===== src/logic/llreg_cal_pkg.sv =====
// constants of the low-leakage regulator calibration block
// assumes a single 25 MHz system clock and an APB register port
package llreg_cal_pkg;
    // ***************************************************
    // register indexes, byte address is four times index
    // ***************************************************
    localparam logic [9:0]  IDX_CALIB_CONTROL = 10'h12F;
    localparam logic [9:0]  IDX_TRIM_LOW      = 10'h130;
    localparam logic [9:0]  IDX_TRIM_HIGH     = 10'h131;
    localparam int          ADDR_W            = 12;
    // ***************************************************
    // field positions of the control register, trim field widths
    // ***************************************************
    localparam int          BIT_ENABLE        = 0;
    localparam int          BIT_SHORT         = 1;
    localparam int          BIT_TCO           = 2;
    localparam int          BIT_ACTIVE        = 3;
    localparam int          BIT_COMP          = 4;
    localparam int          BIT_DONE          = 5;
    localparam int          HIGH_W            = 5;
    localparam int          LOW_W             = 4;
    // ***************************************************
    // reset values and trim limits
    // ***************************************************
    localparam logic        RST_ENABLE        = 1'b1;
    localparam logic        RST_TCO           = 1'b0;
    localparam logic        RST_SHORT         = 1'b0;
    localparam logic [4:0]  RST_TRIM_HIGH     = 5'h00;
    localparam logic [3:0]  RST_TRIM_LOW      = 4'h0;
    localparam logic [4:0]  HIGH_MAX          = 5'h10;
    localparam logic [3:0]  LOW_MAX           = 4'h8;
    // ***************************************************
    // timing: calibration clock period in system cycles
    // ***************************************************
    localparam int          CLK_PERIOD_NS     = 40;
    localparam int          CAL_PERIOD_NS     = 15625;
    localparam int          CAL_TICK_CYCLES   = CAL_PERIOD_NS / CLK_PERIOD_NS;
endpackage


===== src/logic/cal_tick_gen.sv =====
// divider giving the 64 kHz calibration enable pulse
// assumes clk_sys at the rate given in the package
`timescale 1ns/100ps
module cal_tick_gen
    import llreg_cal_pkg::*;
#(
    parameter int DIV = CAL_TICK_CYCLES
)(
    input  wire logic clk_sys,
    input  wire logic resetn,
    output logic      tick
);
    logic [15:0] count_ff;
    logic [15:0] nxt_count;
    logic        wrap;

    assign wrap      = (count_ff == 16'(DIV - 1));
    assign nxt_count = wrap ? 16'h0000 : count_ff + 16'h0001;
    assign tick      = wrap;

    always_ff @(posedge clk_sys or negedge resetn)
    begin
        if (!resetn)
            count_ff <= 16'h0000;
        else
            count_ff <= nxt_count;
    end
endmodule // cal_tick_gen


===== src/logic/cal_engine.sv =====
// calibration state machine, steps once per calibration tick
// assumes comparator high means regulator output still too high
`timescale 1ns/100ps
module cal_engine
    import llreg_cal_pkg::*;
(
    input  wire logic              clk_sys,
    input  wire logic              resetn,
    input  wire logic              tick,
    input  wire logic              enable,
    input  wire logic              compIn,
    output logic [HIGH_W-1:0]      trialHigh,
    output logic [LOW_W-1:0]       trialLow,
    output logic                   trialTco,
    output logic                   trialShort,
    output logic                   active,
    output logic                   doneLevel
);
    import llreg_cal_pkg::*;

    typedef enum logic [2:0] {ST_IDLE, ST_HIGH, ST_LOW, ST_TCO, ST_DONE} calState_t;

    calState_t          state_ff;
    logic [2:0]         bitIdx_ff;
    logic [HIGH_W-1:0]  hi_ff;
    logic [LOW_W-1:0]   lo_ff;
    logic               tco_ff;
    logic               short_ff;
    logic [HIGH_W-1:0]  hiKeep;
    logic [HIGH_W-1:0]  hiTry;
    logic [LOW_W-1:0]   loKeep;
    logic [LOW_W-1:0]   loTry;
    logic [2:0]         idxDown;

    // ***************************************************
    // successive approximation, clamped to trim limits
    // ***************************************************
    assign idxDown = bitIdx_ff - 3'd1;
    assign hiKeep  = compIn ? hi_ff : hi_ff & ~(HIGH_W'(1) << bitIdx_ff);
    assign hiTry   = hiKeep | (HIGH_W'(1) << idxDown);
    assign loKeep  = compIn ? lo_ff : lo_ff & ~(LOW_W'(1) << bitIdx_ff);
    assign loTry   = loKeep | (LOW_W'(1) << idxDown);

    always_ff @(posedge clk_sys or negedge resetn)
    begin
        if (!resetn)
        begin
            state_ff  <= ST_IDLE;
            bitIdx_ff <= 3'd0;
            hi_ff     <= RST_TRIM_HIGH;
            lo_ff     <= RST_TRIM_LOW;
            tco_ff    <= RST_TCO;
            short_ff  <= RST_SHORT;
        end
        else if (!enable)
            state_ff <= ST_IDLE;
        else if (tick)
        begin
            case (state_ff)
                ST_IDLE, ST_DONE:
                begin
                    state_ff  <= ST_HIGH;
                    hi_ff     <= HIGH_MAX;
                    bitIdx_ff <= 3'(HIGH_W - 1);
                end
                ST_HIGH:
                begin
                    if (bitIdx_ff == 3'd0)
                    begin
                        hi_ff     <= hiKeep;
                        lo_ff     <= LOW_MAX;
                        bitIdx_ff <= 3'(LOW_W - 1);
                        state_ff  <= ST_LOW;
                    end
                    else
                    begin
                        hi_ff     <= (hiTry > HIGH_MAX) ? hiKeep : hiTry;
                        bitIdx_ff <= idxDown;
                    end
                end
                ST_LOW:
                begin
                    if (bitIdx_ff == 3'd0)
                    begin
                        lo_ff    <= loKeep;
                        state_ff <= ST_TCO;
                    end
                    else
                    begin
                        lo_ff     <= (loTry > LOW_MAX) ? loKeep : loTry;
                        bitIdx_ff <= idxDown;
                    end
                end
                ST_TCO:
                begin
                    tco_ff   <= compIn;
                    short_ff <= (lo_ff == 4'h0);
                    state_ff <= ST_DONE;
                end
                default:
                    state_ff <= ST_IDLE;
            endcase
        end
    end

    assign trialHigh  = hi_ff;
    assign trialLow   = lo_ff;
    assign trialTco   = tco_ff;
    assign trialShort = short_ff;
    assign active     = (state_ff != ST_IDLE);
    assign doneLevel  = (state_ff == ST_DONE);
endmodule // cal_engine


===== src/logic/low_leak_reg_calibration.sv =====
// low-leakage regulator calibration control with APB registers
// assumes a zero-wait APB master and an analog regulator with comparator
`timescale 1ns/100ps
module low_leak_reg_calibration
    import llreg_cal_pkg::*;
#(
    parameter int TICK_DIV = CAL_TICK_CYCLES
)(
    input  wire logic                           clk_sys,
    input  wire logic                           resetn,
    input  wire logic                           psel,
    input  wire logic                           penable,
    input  wire logic                           pwrite,
    input  wire logic [llreg_cal_pkg::ADDR_W-1:0] paddr,
    input  wire logic [31:0]                    pwdata,
    output logic [31:0]                         prdata,
    output logic                                pready,
    output logic                                pslverr,
    input  wire logic                           comparatorIn,
    output logic [llreg_cal_pkg::HIGH_W-1:0]    trimHighOut,
    output logic [llreg_cal_pkg::LOW_W-1:0]     trimLowOut,
    output logic                                tempCoeffOut,
    output logic                                shortSwitchOut,
    output logic                                calPowerOn
);
    import llreg_cal_pkg::*;

    logic               enable_ff;
    logic               tco_ff;
    logic               short_ff;
    logic [HIGH_W-1:0]  trimHigh_ff;
    logic [LOW_W-1:0]   trimLow_ff;
    logic               compStat_ff;
    logic               doneStat_ff;
    logic               activeStat_ff;
    logic               donePrev_ff;
    logic [31:0]        rdata_ff;
    logic [HIGH_W-1:0]  highOut_ff;
    logic [LOW_W-1:0]   lowOut_ff;
    logic               tcoOut_ff;
    logic               shortOut_ff;
    logic               power_ff;

    logic               tick;
    logic [HIGH_W-1:0]  trialHigh;
    logic [LOW_W-1:0]   trialLow;
    logic               trialTco;
    logic               trialShort;
    logic               active;
    logic               doneLevel;

    // ***************************************************
    // calibration tick and engine
    // ***************************************************
    cal_tick_gen #(.DIV(TICK_DIV)) u_tick (
        .clk_sys (clk_sys),
        .resetn  (resetn),
        .tick    (tick)
    );

    cal_engine u_engine (
        .clk_sys    (clk_sys),
        .resetn     (resetn),
        .tick       (tick),
        .enable     (enable_ff),
        .compIn     (comparatorIn),
        .trialHigh  (trialHigh),
        .trialLow   (trialLow),
        .trialTco   (trialTco),
        .trialShort (trialShort),
        .active     (active),
        .doneLevel  (doneLevel)
    );

    // ***************************************************
    // bus decode
    // ***************************************************
    logic               setup;
    logic               access;
    logic               wrAccess;
    logic               hitCtrl;
    logic               hitLow;
    logic               hitHigh;
    logic               mapped;
    logic               swWritable;
    logic               loadResults;
    logic [7:0]         ctrlRead;
    logic [31:0]        nxt_rdata;

    assign setup       = psel && !penable;
    assign access      = psel && penable;
    assign hitCtrl     = (paddr == ADDR_W'({IDX_CALIB_CONTROL, 2'b00}));
    assign hitLow      = (paddr == ADDR_W'({IDX_TRIM_LOW, 2'b00}));
    assign hitHigh     = (paddr == ADDR_W'({IDX_TRIM_HIGH, 2'b00}));
    assign mapped      = hitCtrl || hitLow || hitHigh;
    assign wrAccess    = access && pwrite && mapped;
    assign swWritable  = !enable_ff;
    assign loadResults = doneLevel && !donePrev_ff;
    assign pready      = 1'b1;
    assign pslverr     = access && !mapped;

    // reserved bits 7:6 always read zero
    assign ctrlRead = {2'b00, doneStat_ff, compStat_ff, activeStat_ff,
                       tco_ff, short_ff, enable_ff};
    assign nxt_rdata = hitCtrl ? {24'h000000, ctrlRead} :
                       hitLow  ? {28'h0000000, trimLow_ff} :
                       hitHigh ? {27'h0, trimHigh_ff} : 32'h00000000;
    assign prdata = rdata_ff;

    // ***************************************************
    // registers
    // ***************************************************
    always_ff @(posedge clk_sys or negedge resetn)
    begin
        if (!resetn)
            enable_ff <= RST_ENABLE;
        else if (wrAccess && hitCtrl)
            enable_ff <= pwdata[BIT_ENABLE];
    end

    always_ff @(posedge clk_sys or negedge resetn)
    begin
        if (!resetn)
        begin
            tco_ff      <= RST_TCO;
            short_ff    <= RST_SHORT;
            trimHigh_ff <= RST_TRIM_HIGH;
            trimLow_ff  <= RST_TRIM_LOW;
        end
        else if (loadResults && enable_ff)
        begin
            tco_ff      <= trialTco;
            short_ff    <= trialShort;
            trimHigh_ff <= trialHigh;
            trimLow_ff  <= trialLow;
        end
        else if (wrAccess && swWritable)
        begin
            if (hitCtrl)
            begin
                tco_ff   <= pwdata[BIT_TCO];
                short_ff <= pwdata[BIT_SHORT];
            end
            if (hitHigh)
                trimHigh_ff <= pwdata[HIGH_W-1:0];
            if (hitLow)
                trimLow_ff <= pwdata[LOW_W-1:0];
        end
    end

    // status bits registered into the bus view
    always_ff @(posedge clk_sys or negedge resetn)
    begin
        if (!resetn)
        begin
            compStat_ff   <= 1'b0;
            doneStat_ff   <= 1'b0;
            activeStat_ff <= 1'b0;
            donePrev_ff   <= 1'b0;
            rdata_ff      <= 32'h00000000;
        end
        else
        begin
            if (tick)
                compStat_ff <= comparatorIn;
            doneStat_ff   <= doneLevel;
            activeStat_ff <= active;
            donePrev_ff   <= doneLevel;
            if (setup && !pwrite)
                rdata_ff <= nxt_rdata;
        end
    end

    // ***************************************************
    // analog side drive
    // ***************************************************
    logic [HIGH_W-1:0]  nxt_highOut;
    logic [LOW_W-1:0]   nxt_lowOut;
    logic               nxt_tcoOut;
    logic               nxt_shortOut;

    // values pass straight except low trim, zeroed while shorted: larger code lowers the output
    assign nxt_highOut  = enable_ff ? trialHigh : trimHigh_ff;
    assign nxt_shortOut = enable_ff ? trialShort : short_ff;
    assign nxt_tcoOut   = enable_ff ? trialTco : tco_ff;
    assign nxt_lowOut   = nxt_shortOut ? 4'h0 :
                          (enable_ff ? trialLow : trimLow_ff);

    always_ff @(posedge clk_sys or negedge resetn)
    begin
        if (!resetn)
        begin
            highOut_ff  <= RST_TRIM_HIGH;
            lowOut_ff   <= RST_TRIM_LOW;
            tcoOut_ff   <= RST_TCO;
            shortOut_ff <= RST_SHORT;
            power_ff    <= 1'b0;
        end
        else
        begin
            highOut_ff  <= nxt_highOut;
            lowOut_ff   <= nxt_lowOut;
            tcoOut_ff   <= nxt_tcoOut;
            shortOut_ff <= nxt_shortOut;
            power_ff    <= active;
        end
    end

    assign trimHighOut    = highOut_ff;
    assign trimLowOut     = lowOut_ff;
    assign tempCoeffOut   = tcoOut_ff;
    assign shortSwitchOut = shortOut_ff;
    assign calPowerOn     = power_ff;

    // ***************************************************
    // checks
    // ***************************************************
    int unsigned doneCnt;
    always_ff @(posedge clk_sys or negedge resetn)
    begin
        if (!resetn)
            doneCnt <= 0;
        else if (doneStat_ff)
            doneCnt <= doneCnt + 1;
        else
            doneCnt <= 0;
    end
endmodule // low_leak_reg_calibration


===== config.mk =====
export PLATFORM = sky130hd
export DESIGN_NAME = low_leak_reg_calibration
export DESIGN_NICKNAME = d
export VERILOG_FILES = /design/src/logic/llreg_cal_pkg.sv /design/src/logic/cal_tick_gen.sv /design/src/logic/cal_engine.sv /design/src/logic/low_leak_reg_calibration.sv
export SDC_FILE = /design/constraint.sdc
export NUM_CORES = 1
export LEC_CHECK = 0
export BUFFER_PORTS_ARGS = -buffer_cell sky130_fd_sc_hd__buf_2
export CORE_MARGIN = 5
export CORE_UTILIZATION = 50
export CTS_CLUSTER_SIZE = 12
export DETAILED_ROUTE_END_ITERATION = 8
export PLACE_DENSITY = 0.76
export REMOVE_ABC_BUFFERS = 1
export SLEW_MARGIN = 20
export SYNTH_ARGS = -nofsm -noshare
export SYNTH_HDL_FRONTEND = slang
export SYNTH_SLANG_ARGS = --single-unit

===== constraint.sdc =====
create_clock -name clk_sys -period 3.8 [get_ports clk_sys]
set_input_delay 0 -clock clk_sys [delete_from_list [all_inputs] [get_ports clk_sys]]
set_output_delay 0 -clock clk_sys [all_outputs]
set_load 0.02 [all_outputs]

### Yosys cells after proc, flatten, opt, wreduce, memory -nomap -nowiden

Index checks and enable logic that the tools add are counted.
Widths: inputs -> output; s select.

| cells by class | value |
|---|---|
| add/sub/neg operators | 2 |
| $lt $le $gt $ge | 2 |
| eq/ne operators | 13 |
| shift operators | 4 |
| mux-type cells | 38 |
| bitwise logic cells | 6 |
| reduce and logical (&&, ||, !) cells | 37 |

Operators by type and width:

| kind | number |
|---|---|
| $mux 5 | 9 |
| $eq 12x11->1 const B | 3 |
| $mux 4 | 9 |
| $mux 3 | 6 |
| $add 16x1->16 const B | 1 |
| $eq 16x9->1 const B | 1 |
| $mux 16 | 1 |
| $pmux 3 s4 | 1 |
| $reduce_bool 2->1 | 6 |
| $logic_and 1x1->1 | 10 |
| $pmux 5 s2 | 1 |
| $shl 1x3->5 const A | 2 |
| $pmux 3 s3 | 1 |
| $reduce_and 3->1 | 3 |
| $mux 1 | 8 |
| $pmux 4 s2 | 1 |
| $reduce_and 4->1 | 2 |
| $shl 1x3->4 const A | 2 |
| $eq 3x2->1 const B | 2 |
| $logic_not 3->1 | 2 |
| $mux 6 | 1 |
| $ne 3x2->1 const B | 2 |
| $reduce_and 2->1 | 3 |
| $reduce_bool 3->1 | 2 |
| 17 further kinds | 23 |

| storage, ports and cells | value |
|---|---|
| flip-flop bits (word level) | 91 |
| input bits | 50 |
| output and inout port bits | 46 |
| logic and storage cells | 122 |

### Logic depth before layout (Yosys ltp)

Gate-level depths: netlist of run 1.

| logic depth | value |
|---|---|
| depth after elaboration | 9 |
| depth in mapped cells | 9 |
| gate-level depth less buffers | 7 |

### Cells and area by module

From an unflattened synthesis of run 1, not the netlist that was laid out.

| unflattened totals | value |
|---|---|
| cell total of the unflattened synthesis | 376 |
| area, all modules | 3769.9 um2 |

Modules (own cells, without submodules):

| module | times used | cells an instance | area each (um2) | sequential area each (um2) |
|---|---|---|---|---|
| low_leak_reg_calibration | 1 | 161 | 1745.4 | 802.0 |
| cal_engine | 1 | 144 | 1237.4 | 425.4 |
| cal_tick_gen | 1 | 71 | 787.0 | 400.4 |

### Worst setup path after synthesis of run 1

Ideal clock, no wire load.

| path | value |
|---|---|
| kind | register to register |
| from | register u_tick.count_ff[1] |
| to | register u_engine.lo_ff[0] (netlist: u_engine.trialLow[0]) |
| library setup time | 0.119 ns |
| data arrival time | 2.263 ns |
| required time | 3.681 ns |
| path slack | 1.418 ns |
| cell stages (with the launch flop) | 9 |
| path buffers | 1 |
| period minus slack after synthesis | 2.382 ns |
| cells stage by stage | dfrtp_1 > inv_1 > ha_1 > or4bb_1 > or4_1 > buf_2 > a211o_1 > o21ai_1 > a21bo_1 |

| between the ends | value |
|---|---|
| word-level cells in the longest chain between the ends | 2 |

Ends and longest elaborated chain:

| element | line | source |
|---|---|---|
| start, declared | cal_tick_gen.sv:13 | `logic [15:0] count_ff;` |
| start signal, assigned | cal_tick_gen.sv:26 | `count_ff <= nxt_count;` |
| $eq 16x9->1 | cal_tick_gen.sv:17 | `assign wrap = (count_ff == 16'(DIV - 1));` |
| $reduce_and 4->1 (no source line) | n/a |  |
| end signal, assigned | cal_engine.sv:85 | `lo_ff <= loKeep;` |
| end signal, assigned | cal_engine.sv:90 | `lo_ff <= (loTry > LOW_MAX) ? loKeep : loTry;` |
| end, declared | cal_engine.sv:26 | `logic [LOW_W-1:0] lo_ff;` |

Every way passes these cells.
A chain may end at the register's enable or synchronous reset.

### Worst setup path in the final report of run 1

| path | value |
|---|---|
| from | register u_tick.count_ff[1] |
| to | register u_engine.short_ff (netlist: u_engine.trialShort) |

| between the ends | value |
|---|---|
| word-level cells in the longest chain between the ends | 2 |

Ends and longest elaborated chain:

| element | line | source |
|---|---|---|
| $eq 16x9->1 | cal_tick_gen.sv:17 |  |
| $reduce_and 3->1 (no source line) | n/a |  |
| end signal, assigned | cal_engine.sv:97 | `short_ff <= (lo_ff == 4'h0);` |
| end, declared | cal_engine.sv:28 | `logic short_ff;` |

Every way passes these cells.

==> results of run 1 <==
-- stage by stage --
step	cell area (um2)	util, %
finish	4010	58.4
global route	4010	58.4
CTS	4000	58.3
detailed placement	3750	54.6
global placement	3750	54.6
floorplan	3410	-
-- where the power goes --
group / switching (uW) / internal, uW
sequential: 4.48 / 701
combinational: 71.3 / 27.3
clock: 274 / 319
-- how the worst max path moves through the flow --
stage | from | end | depth (start not counted)
6_report | u_tick.count_ff[1] | u_engine.trialShort | 7
4_1_cts | u_tick.count_ff[1] | u_engine.trialShort | 7
3_3_place_gp | u_tick.count_ff[1] | u_engine.trialShort | 7
2_1_floorplan | u_tick.count_ff[1] | u_engine.trialLow[0] | 7
3_5_place_dp | u_tick.count_ff[1] | u_engine.trialShort | 7
5_1_grt | u_tick.count_ff[1] | u_engine.trialTco | 7
-- per-layer routing --
metal  vias up  GRT usage [%]  routed length [um]
met2       103           29.6                3820
met1      1357           23.2                3410
met5         -              0                   0
li1       1327              -                   -
met4         0           9.74                 174
met3        16           4.06                 546
-- flip-flops by register name, summed over array words and instances (netlist names), 4 cells and up --
signal and cells:
trimHighOut 5, u_engine.trialHigh 5, u_engine.trialLow 4, trimHigh_ff 5, trimLow_ff 4, trimLowOut 4, u_tick.count_ff 16, prdata 6
-- kinds of logic (layout without fill, tap and decap cells) --
| family | Yosys count | count (layout) |
|---|---|---|
| mux | 32 | 32 |
| other cells | 2 | 27 |
| fa+ha+maj | 7 | 7 |
| buf+inv | 59 | 81 |
| flops | 65 | 65 |
| compound gates | 74 | 74 |
| simple gates | 119 | 119 |
| xor+xnor | 15 | 15 |
-- Yosys cell counts, types with 2 or more instances --
master     instances
nor3_1             4
mux2i_1           21
buf_4             28
nor2_1            49
nand4_1            8
mux2_2            11
a21o_1             3
o31ai_1            2
dfrtp_1           64
a21bo_1            2
nand2_1           16
a21oi_1           27
or3_1              4
a22oi_1            3
conb_1             2
xnor2_1            9
a2111oi_0          2
or3b_2             3
o21ai_1            2
o21ai_0           15
nor3b_1            3
or4_1              3
inv_1             16
nand2b_1           7
nand3_1            9
a211oi_1           7
clkbuf_1          14
nor4_1             2
and3b_1            2
xor2_1             6
ha_1               7
-- worst max-delay path: stages (launching register included) --
cell	delay [ns]
dfrtp_1	0.41
inv_1	0.07
ha_1	0.14
or4bb_1	0.51
nor4_1	0.43
and2_1	0.60
nand3_1	0.23
mux2_2	0.31
-- final cells by class --
cell class                 instances  area share [%]
timing repair buffer              49            6.99
clock inverter                     5            1.37
sequential                        65            40.6
inverter                          16            1.50
multi-input combinational        274            43.0
clock buffer                      11            3.53
tap                               96            3.00
==> results.sh, run 1 <==
export IMPL_outcome="finished clean"
export IMPL_grt_usage_pct=18.4
export IMPL_avgSynthCellArea_um2=9.60
export IMPL_cts_resized=0
export IMPL_area_growth_pct=11.9
export IMPL_initial_core_util_pct=52.1
export IMPL_placedCellCount=494
export IMPL_totalWireLength_um=7950
export IMPL_fin_total_pwr_uw=1400
export IMPL_clk_latency_ns=0.35
export IMPL_crit_fanout=13
export IMPL_finalHoldViolations=0
export IMPL_multiInputGateArea_um2=1720
export IMPL_endpoint_kind="flip-flop"
export IMPL_diodes=0
export IMPL_core_um2=6870
export IMPL_reg2reg_from="u_tick.count_ff[1]"
export IMPL_drc=0
export IMPL_die_h_um=94.6
export IMPL_cp_data_required_time_ns=4.03
export IMPL_grt_pass1_wl_um=12800
export IMPL_yosys_cell_types_count=53
export IMPL_placementRows=30
export IMPL_mostFrequentLayoutCells="64 x dfrtp_1, 49 x nor2_1, 41 x buf_2"
export IMPL_place_hpwl_um=5660
export IMPL_reg2reg_setup_slack_ns=0.98
export IMPL_slew_headroom_pct=39.4
export IMPL_timing_final_crit_share_pct=74.1
export IMPL_synth_top_area_share_pct=44.7
export IMPL_synth_flop_cell="dfrtp_1"
export IMPL_hold_ws_ns=0.0161
export IMPL_port_buffers=41
export IMPL_max_cap_violations=0
export IMPL_synth_top_family_by_area="simple AND/OR/NAND/NOR gates"
export IMPL_cts_root_buf="clkbuf_8"
export IMPL_antenna_found_initial=0
export IMPL_worstHoldStart="comparatorIn"
export IMPL_async_flop_share_pct=100
export IMPL_pin_count=96
export IMPL_die_area_um2=8950
export IMPL_synth_fa_ha_area_share_pct=2.45
export IMPL_nets=472
export IMPL_htree_levels=3
export IMPL_wire_per_inst_um=15.4
export IMPL_grt_setup_unrepaired="false"
export IMPL_cts_buffers=9
export IMPL_grt_overflow=0
export IMPL_worstMarginPinSlew_ns=0.909
export IMPL_clk_pin_slew_ns=0.07
export IMPL_netlist_instances=373
export IMPL_cts_hold_fix_buffers=6
export IMPL_layout_cells_non_filler=516
export IMPL_drive_above_1_share_pct=18.3
export IMPL_r2r_cells=7
export IMPL_fin_skew_ns=0.0109
export IMPL_grt_pass1_vias=2760
export IMPL_synth_compound_area_share_pct=12.9
export IMPL_start_kind="flip-flop"
export IMPL_cts_tree="done"
export IMPL_syn_area_um2=3580
export IMPL_first_iter_violations=113
export IMPL_synth_edf_count=0
export IMPL_synthSimpleGateAreaFrac_pct=16.9
export IMPL_ant_nets=0
export IMPL_synth_area_top_cells="dfrtp_1 45%, buf_4 5.9%, mux2i_1 5.9%, nor2_1 5.1%, a21oi_1 3.8%"
export IMPL_setup_viol=0
export IMPL_synth_xor_area_share_pct=3.67
export IMPL_max_freq_mhz=355
export IMPL_layout_commonest_cell="dfrtp_1"
export IMPL_leakagePower_uw=0.00182
export IMPL_path_class="reg -> reg"
export IMPL_worst_slack_ns=0.983
export IMPL_gp_congestion=0.904
export IMPL_final_seq_area_um2=1630
export IMPL_synthMuxAreaShare_pct=9.33
export IMPL_holdPathStages=2
export IMPL_drv_slew=0
export IMPL_fillers=630
export IMPL_power_density_nw_per_um2=348
export IMPL_post_cts_buffers=0
export IMPL_ys_ff_latch=65
export IMPL_whs_endpoint="u_engine.trialTco"
export IMPL_cp_arrival_ns=3.05
export IMPL_viasPerCell=5.43
export IMPL_vias=2803
export IMPL_die_w_um=94.6
export IMPL_period_needed_ns=2.82
export IMPL_reg2reg_to="u_engine.trialShort"
export IMPL_setup_tns_ns=0
export IMPL_grt_start_max_net_pins=43
export IMPL_synth_largest_area_cell="dfrtp_1"
export IMPL_holdCritPathClass="in -> reg"
export IMPL_cts_num_sinks=65
export IMPL_clock_path_buffers=2
export IMPL_synth_seq_area_share_pct=45.5
export IMPL_ys_warnings_count=0
export IMPL_drtPass1Iterations=4
export IMPL_pre_cts_ws_ns=1.02
export IMPL_peakVddDrop_mv=0.227
Note: power is estimated with default switching activity, not from simulation.
==> inputs of run 2 (changes only) <==
--- a/config.mk
+++ b/config.mk
@@ -5,12 +5,13 @@
 export SDC_FILE = /design/constraint.sdc
 export NUM_CORES = 1
 export LEC_CHECK = 0
+export ABC_AREA = 1
 export BUFFER_PORTS_ARGS = -buffer_cell sky130_fd_sc_hd__buf_2
 export CORE_MARGIN = 5
 export CORE_UTILIZATION = 50
 export CTS_CLUSTER_SIZE = 12
 export DETAILED_ROUTE_END_ITERATION = 8
-export PLACE_DENSITY = 0.76
+export PLACE_DENSITY = 0.75
 export REMOVE_ABC_BUFFERS = 1
 export SLEW_MARGIN = 20
 export SYNTH_ARGS = -nofsm -noshare
==> constraint.sdc (replaced) <==
create_clock -name clk_sys -period 2.7 [get_ports clk_sys]
set_input_delay 0 -clock clk_sys [delete_from_list [all_inputs] [get_ports clk_sys]]
set_output_delay 0 -clock clk_sys [all_outputs]
set_load 0.02 [all_outputs]
==> run 2 against run 1 <==
Compared with the run above:
- clock power rose by 57%
- via count is 20% higher
- utilization fell by 0.48 points
- worst setup slack got worse by 0.059 ns
- cell area up 12%
- clock-buffer cell count up 2
- critical path depth rose by 1
- final cell count is 33% higher
- largest power group unchanged
- die area is 11% higher
- non-clock buffer count increased by 1
- sequential share of layout area down 4.4 points
==> results.sh, run 2 <==
export IMPL_outcome="finished clean"
export IMPL_postPlaceCellArea_um2=4220
export IMPL_first_iter_violations=222
export IMPL_reg2reg_setup_slack_ns=0.92
export IMPL_worstMarginPinSlew_ns=0.759
export IMPL_netlist_instances=523
export IMPL_synth_most_common_cell="nand2_1"
export IMPL_whs_endpoint="prdata[4]"
export IMPL_grt_start_max_net_pins=35
export IMPL_drtPass1Iterations=4
export IMPL_grt_pass1_vias=3154
export IMPL_die_area_um2=9890
export IMPL_max_freq_mhz=563
export IMPL_async_flop_share_pct=100
export IMPL_crit_fanout=10
export IMPL_finalHoldViolations=0
export IMPL_setup_tns_ns=0
export IMPL_leakagePower_uw=0.00232
export IMPL_worstHoldStart="pwrite"
export IMPL_reg2reg_from="u_engine.bitIdx_ff[0]"
export IMPL_cts_root_buf="clkbuf_8"
export IMPL_grtUsageMet1_pct=24.9
export IMPL_holdPathStages=3
export IMPL_fin_skew_ns=0.0111
export IMPL_yosys_cell_types_count=44
export IMPL_gp_congestion=0.911
export IMPL_place_hpwl_um=6570
export IMPL_antenna_found_initial=0
export IMPL_wire_per_inst_um=12.7
export IMPL_cp_data_required_time_ns=2.94
export IMPL_slew_headroom_pct=49.4
export IMPL_reg2reg_to="u_engine.trialHigh[4]"
export IMPL_ant_nets=0
export IMPL_pin_count=96
export IMPL_htree_levels=3
export IMPL_mostFrequentLayoutCells="143 x nand2_1, 64 x dfrtp_1, 63 x inv_1"
export IMPL_fin_area_um2=4500
export IMPL_start_kind="flip-flop"
export IMPL_port_buffers=41
export IMPL_synth_largest_area_cell="dfrtp_1"
export IMPL_grt_setup_unrepaired="false"
export IMPL_hold_ws_ns=0.0127
export IMPL_ys_warnings_count=0
export IMPL_totalWireLength_um=8670
export IMPL_clk_latency_ns=0.35
export IMPL_initial_core_util_pct=51.5
export IMPL_max_cap_violations=0
export IMPL_drv_slew=0
export IMPL_post_cts_buffers=0
export IMPL_synth_top_area_share_pct=40.0
export IMPL_peakVddDrop_mv=0.278
export IMPL_period_needed_ns=1.78
export IMPL_p_int_uw=1600
export IMPL_cts_resized=0
export IMPL_cts_buffers=9
export IMPL_core_um2=7770
export IMPL_cts_tree="done"
export IMPL_area_growth_pct=12.3
export IMPL_multiInputGateArea_um2=1940
export IMPL_placementRows=32
export IMPL_synth_area_top_cells="dfrtp_1 40%, nand2_1 13%, inv_1 5.9%, buf_4 5.1%, nand3_1 3.8%"
export IMPL_die_h_um=99.5
export IMPL_clk_pin_slew_ns=0.07
export IMPL_setup_viol=0
export IMPL_nets=634
export IMPL_path_class="reg -> reg"
export IMPL_seq_power_share_pct=47.5
export IMPL_clock_path_buffers=2
export IMPL_synth_edf_count=0
export IMPL_layout_commonest_cell="nand2_1"
export IMPL_synth_seq_area_share_pct=40.7
export IMPL_largest_register_ffs=16
export IMPL_p_comb_share_pct=7.6
export IMPL_syn_area_um2=4000
export IMPL_busiest_layer="met2"
export IMPL_avgSynthCellArea_um2=7.65
export IMPL_vias=3371
export IMPL_grt_pass1_wl_um=14400
export IMPL_final_seq_area_um2=1630
export IMPL_met2_usage_pct=27.1
export IMPL_synth_flop_cell="dfrtp_1"
export IMPL_viasPerCell=4.93
export IMPL_endpoint_kind="flip-flop"
export IMPL_ys_ff_latch=65
export IMPL_timing_final_crit_share_pct=65.8
export IMPL_use_met3_pct=4.77
export IMPL_die_w_um=99.5
export IMPL_drive_above_1_share_pct=18.6
export IMPL_holdCritPathClass="in -> reg"
export IMPL_power_density_nw_per_um2=463
export IMPL_regMostFlops="u_tick.count_ff"
export IMPL_yosys_top_cells_count="143 x nand2_1, 64 x dfrtp_1, 63 x inv_1, 38 x nor2_1"
export IMPL_cp_arrival_ns=2.02
export IMPL_r2r_cells=8
export IMPL_swShare_pct=23.2
export IMPL_diodes=0
export IMPL_clockPowerShare_pct=44.8
export IMPL_grt_overflow=0
export IMPL_cts_num_sinks=65
export IMPL_switching_power_uw=482
export IMPL_fillers=699
export IMPL_grt_usage_pct=18.2
export IMPL_drc=0
-- run 2: metal layers --
layer  up-vias  wire length (um)
met1      1525              4040
met5         -                 0
met2       107              3900
met3        16               568
met4         0               167
li1       1723                 -
-- run 2: how the worst max path moves through the flow --
stage / depth (start not counted) / start / to / slack [ns]
2_1_floorplan: 8 / enable_ff / tco_ff / 1.0
3_3_place_gp: 8 / u_engine.bitIdx_ff[0] / u_engine.trialHigh[4] / 1.00
3_5_place_dp: 8 / u_engine.bitIdx_ff[0] / u_engine.trialHigh[4] / 0.94
4_1_cts: 8 / u_engine.bitIdx_ff[0] / u_engine.trialHigh[4] / 0.93
5_1_grt: 9 / u_engine.state_ff[1] / tco_ff / 0.77
6_report: 8 / u_engine.bitIdx_ff[0] / u_engine.trialHigh[4] / 0.92
-- run 2: stage by stage --
stage / cells / util [%] / power [uW] / worst slack [ns]
2_1_floorplan: 516 / - / 1100 / 0.997
3_3_place_gp: 663 / 54.3 / 1160 / 1.00
3_5_place_dp: 663 / 54.3 / 1160 / 0.941
4_1_cts: 684 / 57.9 / 2090 / 0.928
5_1_grt: 684 / 57.9 / 2170 / 0.774
6_report: 684 / 57.9 / 2080 / 0.924
-- run 2: critical path: stages (launching register included) --
cell and delay (ns):
dfrtp_1 0.43, inv_1 0.12, ha_1 0.24, nand2_2 0.18, inv_1 0.29, nor2_1 0.09, nand3_1 0.09, nand2_1 0.06
o21a_1 0.16
-- run 2: layout make-up --
type / count / area share (%)
Sequential cell: 65 / 36.2
Inverter: 77 / 6.48
Clock buffer: 13 / 3.53
Multi-Input combinational cell: 374 / 43.1
Timing Repair Buffer: 50 / 6.35
Clock inverter: 3 / 1.45
Tap cell: 102 / 2.84
-- run 2: what timing repair did --
action,in CTS,in global routing
hold buffers,5,0
endpoints found under the setup margin,0,0
endpoints found under the hold margin,37,0
-- run 2: kinds of logic (layout without fill, tap and decap cells) --
| kind of cell | Yosys count | after routing | share of synthesized area [%] |
|---|---|---|---|
| xor+xnor | 9 | 9 | 1.97 |
| compound gates | 69 | 69 | 10.0 |
| flops | 65 | 65 | 40.7 |
| other cells | 2 | 27 | 0.188 |
| buf+inv | 109 | 143 | 13.2 |
| simple gates | 262 | 262 | 31.8 |
| fa+ha+maj | 7 | 7 | 2.19 |
-- run 2: power groups by stage --
stage / registers [uW] / logic, uW / clock network [uW]
6_report: 989 / 159 / 933
5_1_grt: 990 / 178 / 1000
4_1_cts: 989 / 159 / 946
3_5_place_dp: 1010 / 153 / 0
3_3_place_gp: 1010 / 151 / 0
2_1_floorplan: 1020 / 83.6 / 0
==> inputs of run 3 (changes only) <==
--- a/config.mk
+++ b/config.mk
@@ -5,13 +5,13 @@
 export SDC_FILE = /design/constraint.sdc
 export NUM_CORES = 1
 export LEC_CHECK = 0
-export ABC_AREA = 1
+export ABC_AREA = 0
 export BUFFER_PORTS_ARGS = -buffer_cell sky130_fd_sc_hd__buf_2
 export CORE_MARGIN = 5
-export CORE_UTILIZATION = 50
+export CORE_UTILIZATION = 48
 export CTS_CLUSTER_SIZE = 12
 export DETAILED_ROUTE_END_ITERATION = 8
-export PLACE_DENSITY = 0.75
+export PLACE_DENSITY = 0.77
 export REMOVE_ABC_BUFFERS = 1
 export SLEW_MARGIN = 20
 export SYNTH_ARGS = -nofsm -noshare
==> constraint.sdc (replaced) <==
create_clock -name clk_sys -period 1.5 [get_ports clk_sys]
set_input_delay 0 -clock clk_sys [delete_from_list [all_inputs] [get_ports clk_sys]]
set_output_delay 0 -clock clk_sys [all_outputs]
set_load 0.02 [all_outputs]
==> run 3 against run 2 <==
Compared with the run above:
- the flow now finishes with violations (negative setup slack)
- register-to-register slack worse by 1.7 ns
- highest routed layer unchanged
- utilization up 6.7 points
- critical path depth unchanged
- worst setup slack worse by 1.7 ns
- via count down 9.7%
- critical endpoint is now u_engine.trialLow[3]
- die area down 6.1%
- combinational power up 65%
==> results.sh, run 3 (synthesis gave the netlist of run 1 again) <==
export IMPL_drc=0
export IMPL_reg2reg_setup_slack_ns=-0.78
export IMPL_cts_root_buf="clkbuf_8"
export IMPL_clk_latency_ns=0.34
export IMPL_worstHoldStart="pwdata[2]"
export IMPL_holdPathStages=3
export IMPL_fin_skew_ns=0.0105
export IMPL_mostFrequentLayoutCells="67 x buf_4, 64 x dfrtp_1, 47 x nor2_1"
export IMPL_viasPerCell=5.20
export IMPL_clock_path_buffers=2
export IMPL_antenna_found_initial=0
export IMPL_fin_total_pwr_uw=3850
export IMPL_port_buffers=41
export IMPL_nets=538
export IMPL_power_density_nw_per_um2=823
export IMPL_max_cap_violations=0
export IMPL_vias=3044
export IMPL_clk_pin_slew_ns=0.07
export IMPL_die_w_um=96.4
export IMPL_r2r_cells=8
export IMPL_pin_count=96
export IMPL_max_freq_mhz=438
export IMPL_diodes=0
export IMPL_endpoint_kind="flip-flop"
export IMPL_whs_endpoint="trimLow_ff[2]"
export IMPL_timing_final_crit_share_pct=152
export IMPL_grt_overflow=0
export IMPL_outcome="finished, violations left"
export IMPL_reg2reg_from="u_tick.count_ff[1]"
export IMPL_peakVddDrop_mv=0.406
export IMPL_grt_pass1_wl_um=13900
export IMPL_grt_usage_pct=19.4
export IMPL_die_area_um2=9290
export IMPL_grt_start_max_net_pins=40
export IMPL_first_iter_violations=146
export IMPL_layout_cells_non_filler=585
export IMPL_cts_tree="done"
export IMPL_core_um2=7250
export IMPL_htree_levels=3
export IMPL_initial_core_util_pct=49.4
export IMPL_totalWireLength_um=8600
export IMPL_layout_commonest_cell="buf_4"
export IMPL_die_h_um=96.4
export IMPL_placedCellCount=559
export IMPL_regMostFlops="u_tick.count_ff"
export IMPL_gp_congestion=0.836
export IMPL_reg2reg_to="u_engine.trialLow[3]"
export IMPL_largest_register_ffs=16
export IMPL_setup_viol=35
export IMPL_leakagePower_uw=0.00221
export IMPL_grt_setup_unrepaired="true"
export IMPL_placementRows=31
export IMPL_cp_arrival_ns=2.53
export IMPL_drtPass1Iterations=4
export IMPL_area_growth_pct=30.7
export IMPL_start_kind="flip-flop"
export IMPL_wire_per_inst_um=14.7
export IMPL_place_hpwl_um=6120
export IMPL_holdCritPathClass="in -> reg"
export IMPL_failed_checks="negative setup slack"
export IMPL_cts_num_sinks=65
export IMPL_setup_tns_ns=-15.39
export IMPL_worst_slack_ns=-0.782
export IMPL_finalHoldViolations=0
export IMPL_path_class="reg -> reg"
export IMPL_period_needed_ns=2.28
export IMPL_crit_fanout=5
export IMPL_cp_data_required_time_ns=1.75
export IMPL_drv_slew=0
export IMPL_cts_buffers=9
export IMPL_ant_nets=0
export IMPL_grt_pass1_vias=2945
export IMPL_drive_above_1_share_pct=32.5
==> run 3: cell types whose count changed in the layout (fill, tap and decap cells not counted), sizes merged, moves of 7 or more <==
cell,change
nand2b,+7
mux2i,+21
mux2,+11
buf,+65
inv,-61
nand2,-137
o21ai,-30
a211oi,+7
xnor2,+8
nand3,-26
a21oi,+20
==> run 3: repair_timing <==
action / in CTS / in global routing
resized for setup: 16 / 16
pin swaps: 5 / 5
buffers inserted: 3 / 2
hold buffers: 5 / 0
setup endpoints to repair: 35 / 39
hold endpoints to repair: 68 / 0
==> run 3: worst max-delay path, stage by stage, from the launching register on <==
cell	delay, ns
dfrtp_1	0.38
inv_1	0.06
ha_1	0.13
or4bb_1	0.45
or4_4	0.55
a211o_1	0.28
buf_4	0.15
nand2b_1	0.13
o211ai_1	0.09
==> run 3: routing by layer <==
| metal | global-route usage (%) | part of all wire [%] | vias to the layer above | wire length, um |
|---|---|---|---|---|
| met4 | 8.29 | 1.8 | 0 | 152 |
| met3 | 2.56 | 6.3 | 14 | 542 |
| met1 | 26.0 | 44 | 1453 | 3790 |
| met5 | 0 | 0 | - | 0 |
| li1 | - | - | 1468 | - |
| met2 | 31.6 | 48 | 109 | 4120 |
==> run 3: power by group <==
part           switching (uW)  internal, uW
Clock                     688          1110
Combinational             186          76.9
Sequential               12.0          1780
==> run 3: worst max-delay path by stage <==
stage	cells after the start	start	slack, ns	end
final	8	u_tick.count_ff[1]	-0.78	u_engine.trialLow[3]
after global routing	8	u_tick.count_ff[1]	-0.86	u_engine.trialLow[3]
after CTS	8	u_tick.count_ff[1]	-0.76	u_engine.trialLow[3]
after detailed placement	8	u_tick.count_ff[1]	-0.91	u_engine.trialLow[3]
after global placement	7	u_tick.count_ff[1]	-0.86	u_engine.trialLow[1]
after floorplan	7	u_tick.count_ff[1]	-0.88	u_engine.trialLow[0]
==> run 3: per-stage QoR <==
stage	util (%)	hold WS, ns	cell area, um2	setup slack [ns]
after floorplan	-	-0.296	3410	-0.880
after global placement	58.1	0.0253	4220	-0.858
after detailed placement	58.1	0.0325	4220	-0.914
after CTS	63.3	0.00194	4590	-0.764
after global routing	64.5	0.0335	4680	-0.857
final	64.5	0.0208	4680	-0.782
==> run 3: cell type report <==
type / count / area [um2]
clock buffer: 10 / 128
clock inverter: 6 / 116
fill: 572 / 2570
inverter: 16 / 72.6
multi-input combinational: 274 / 1810
sequential: 65 / 1630
tap: 99 / 124
timing repair buffer: 115 / 798
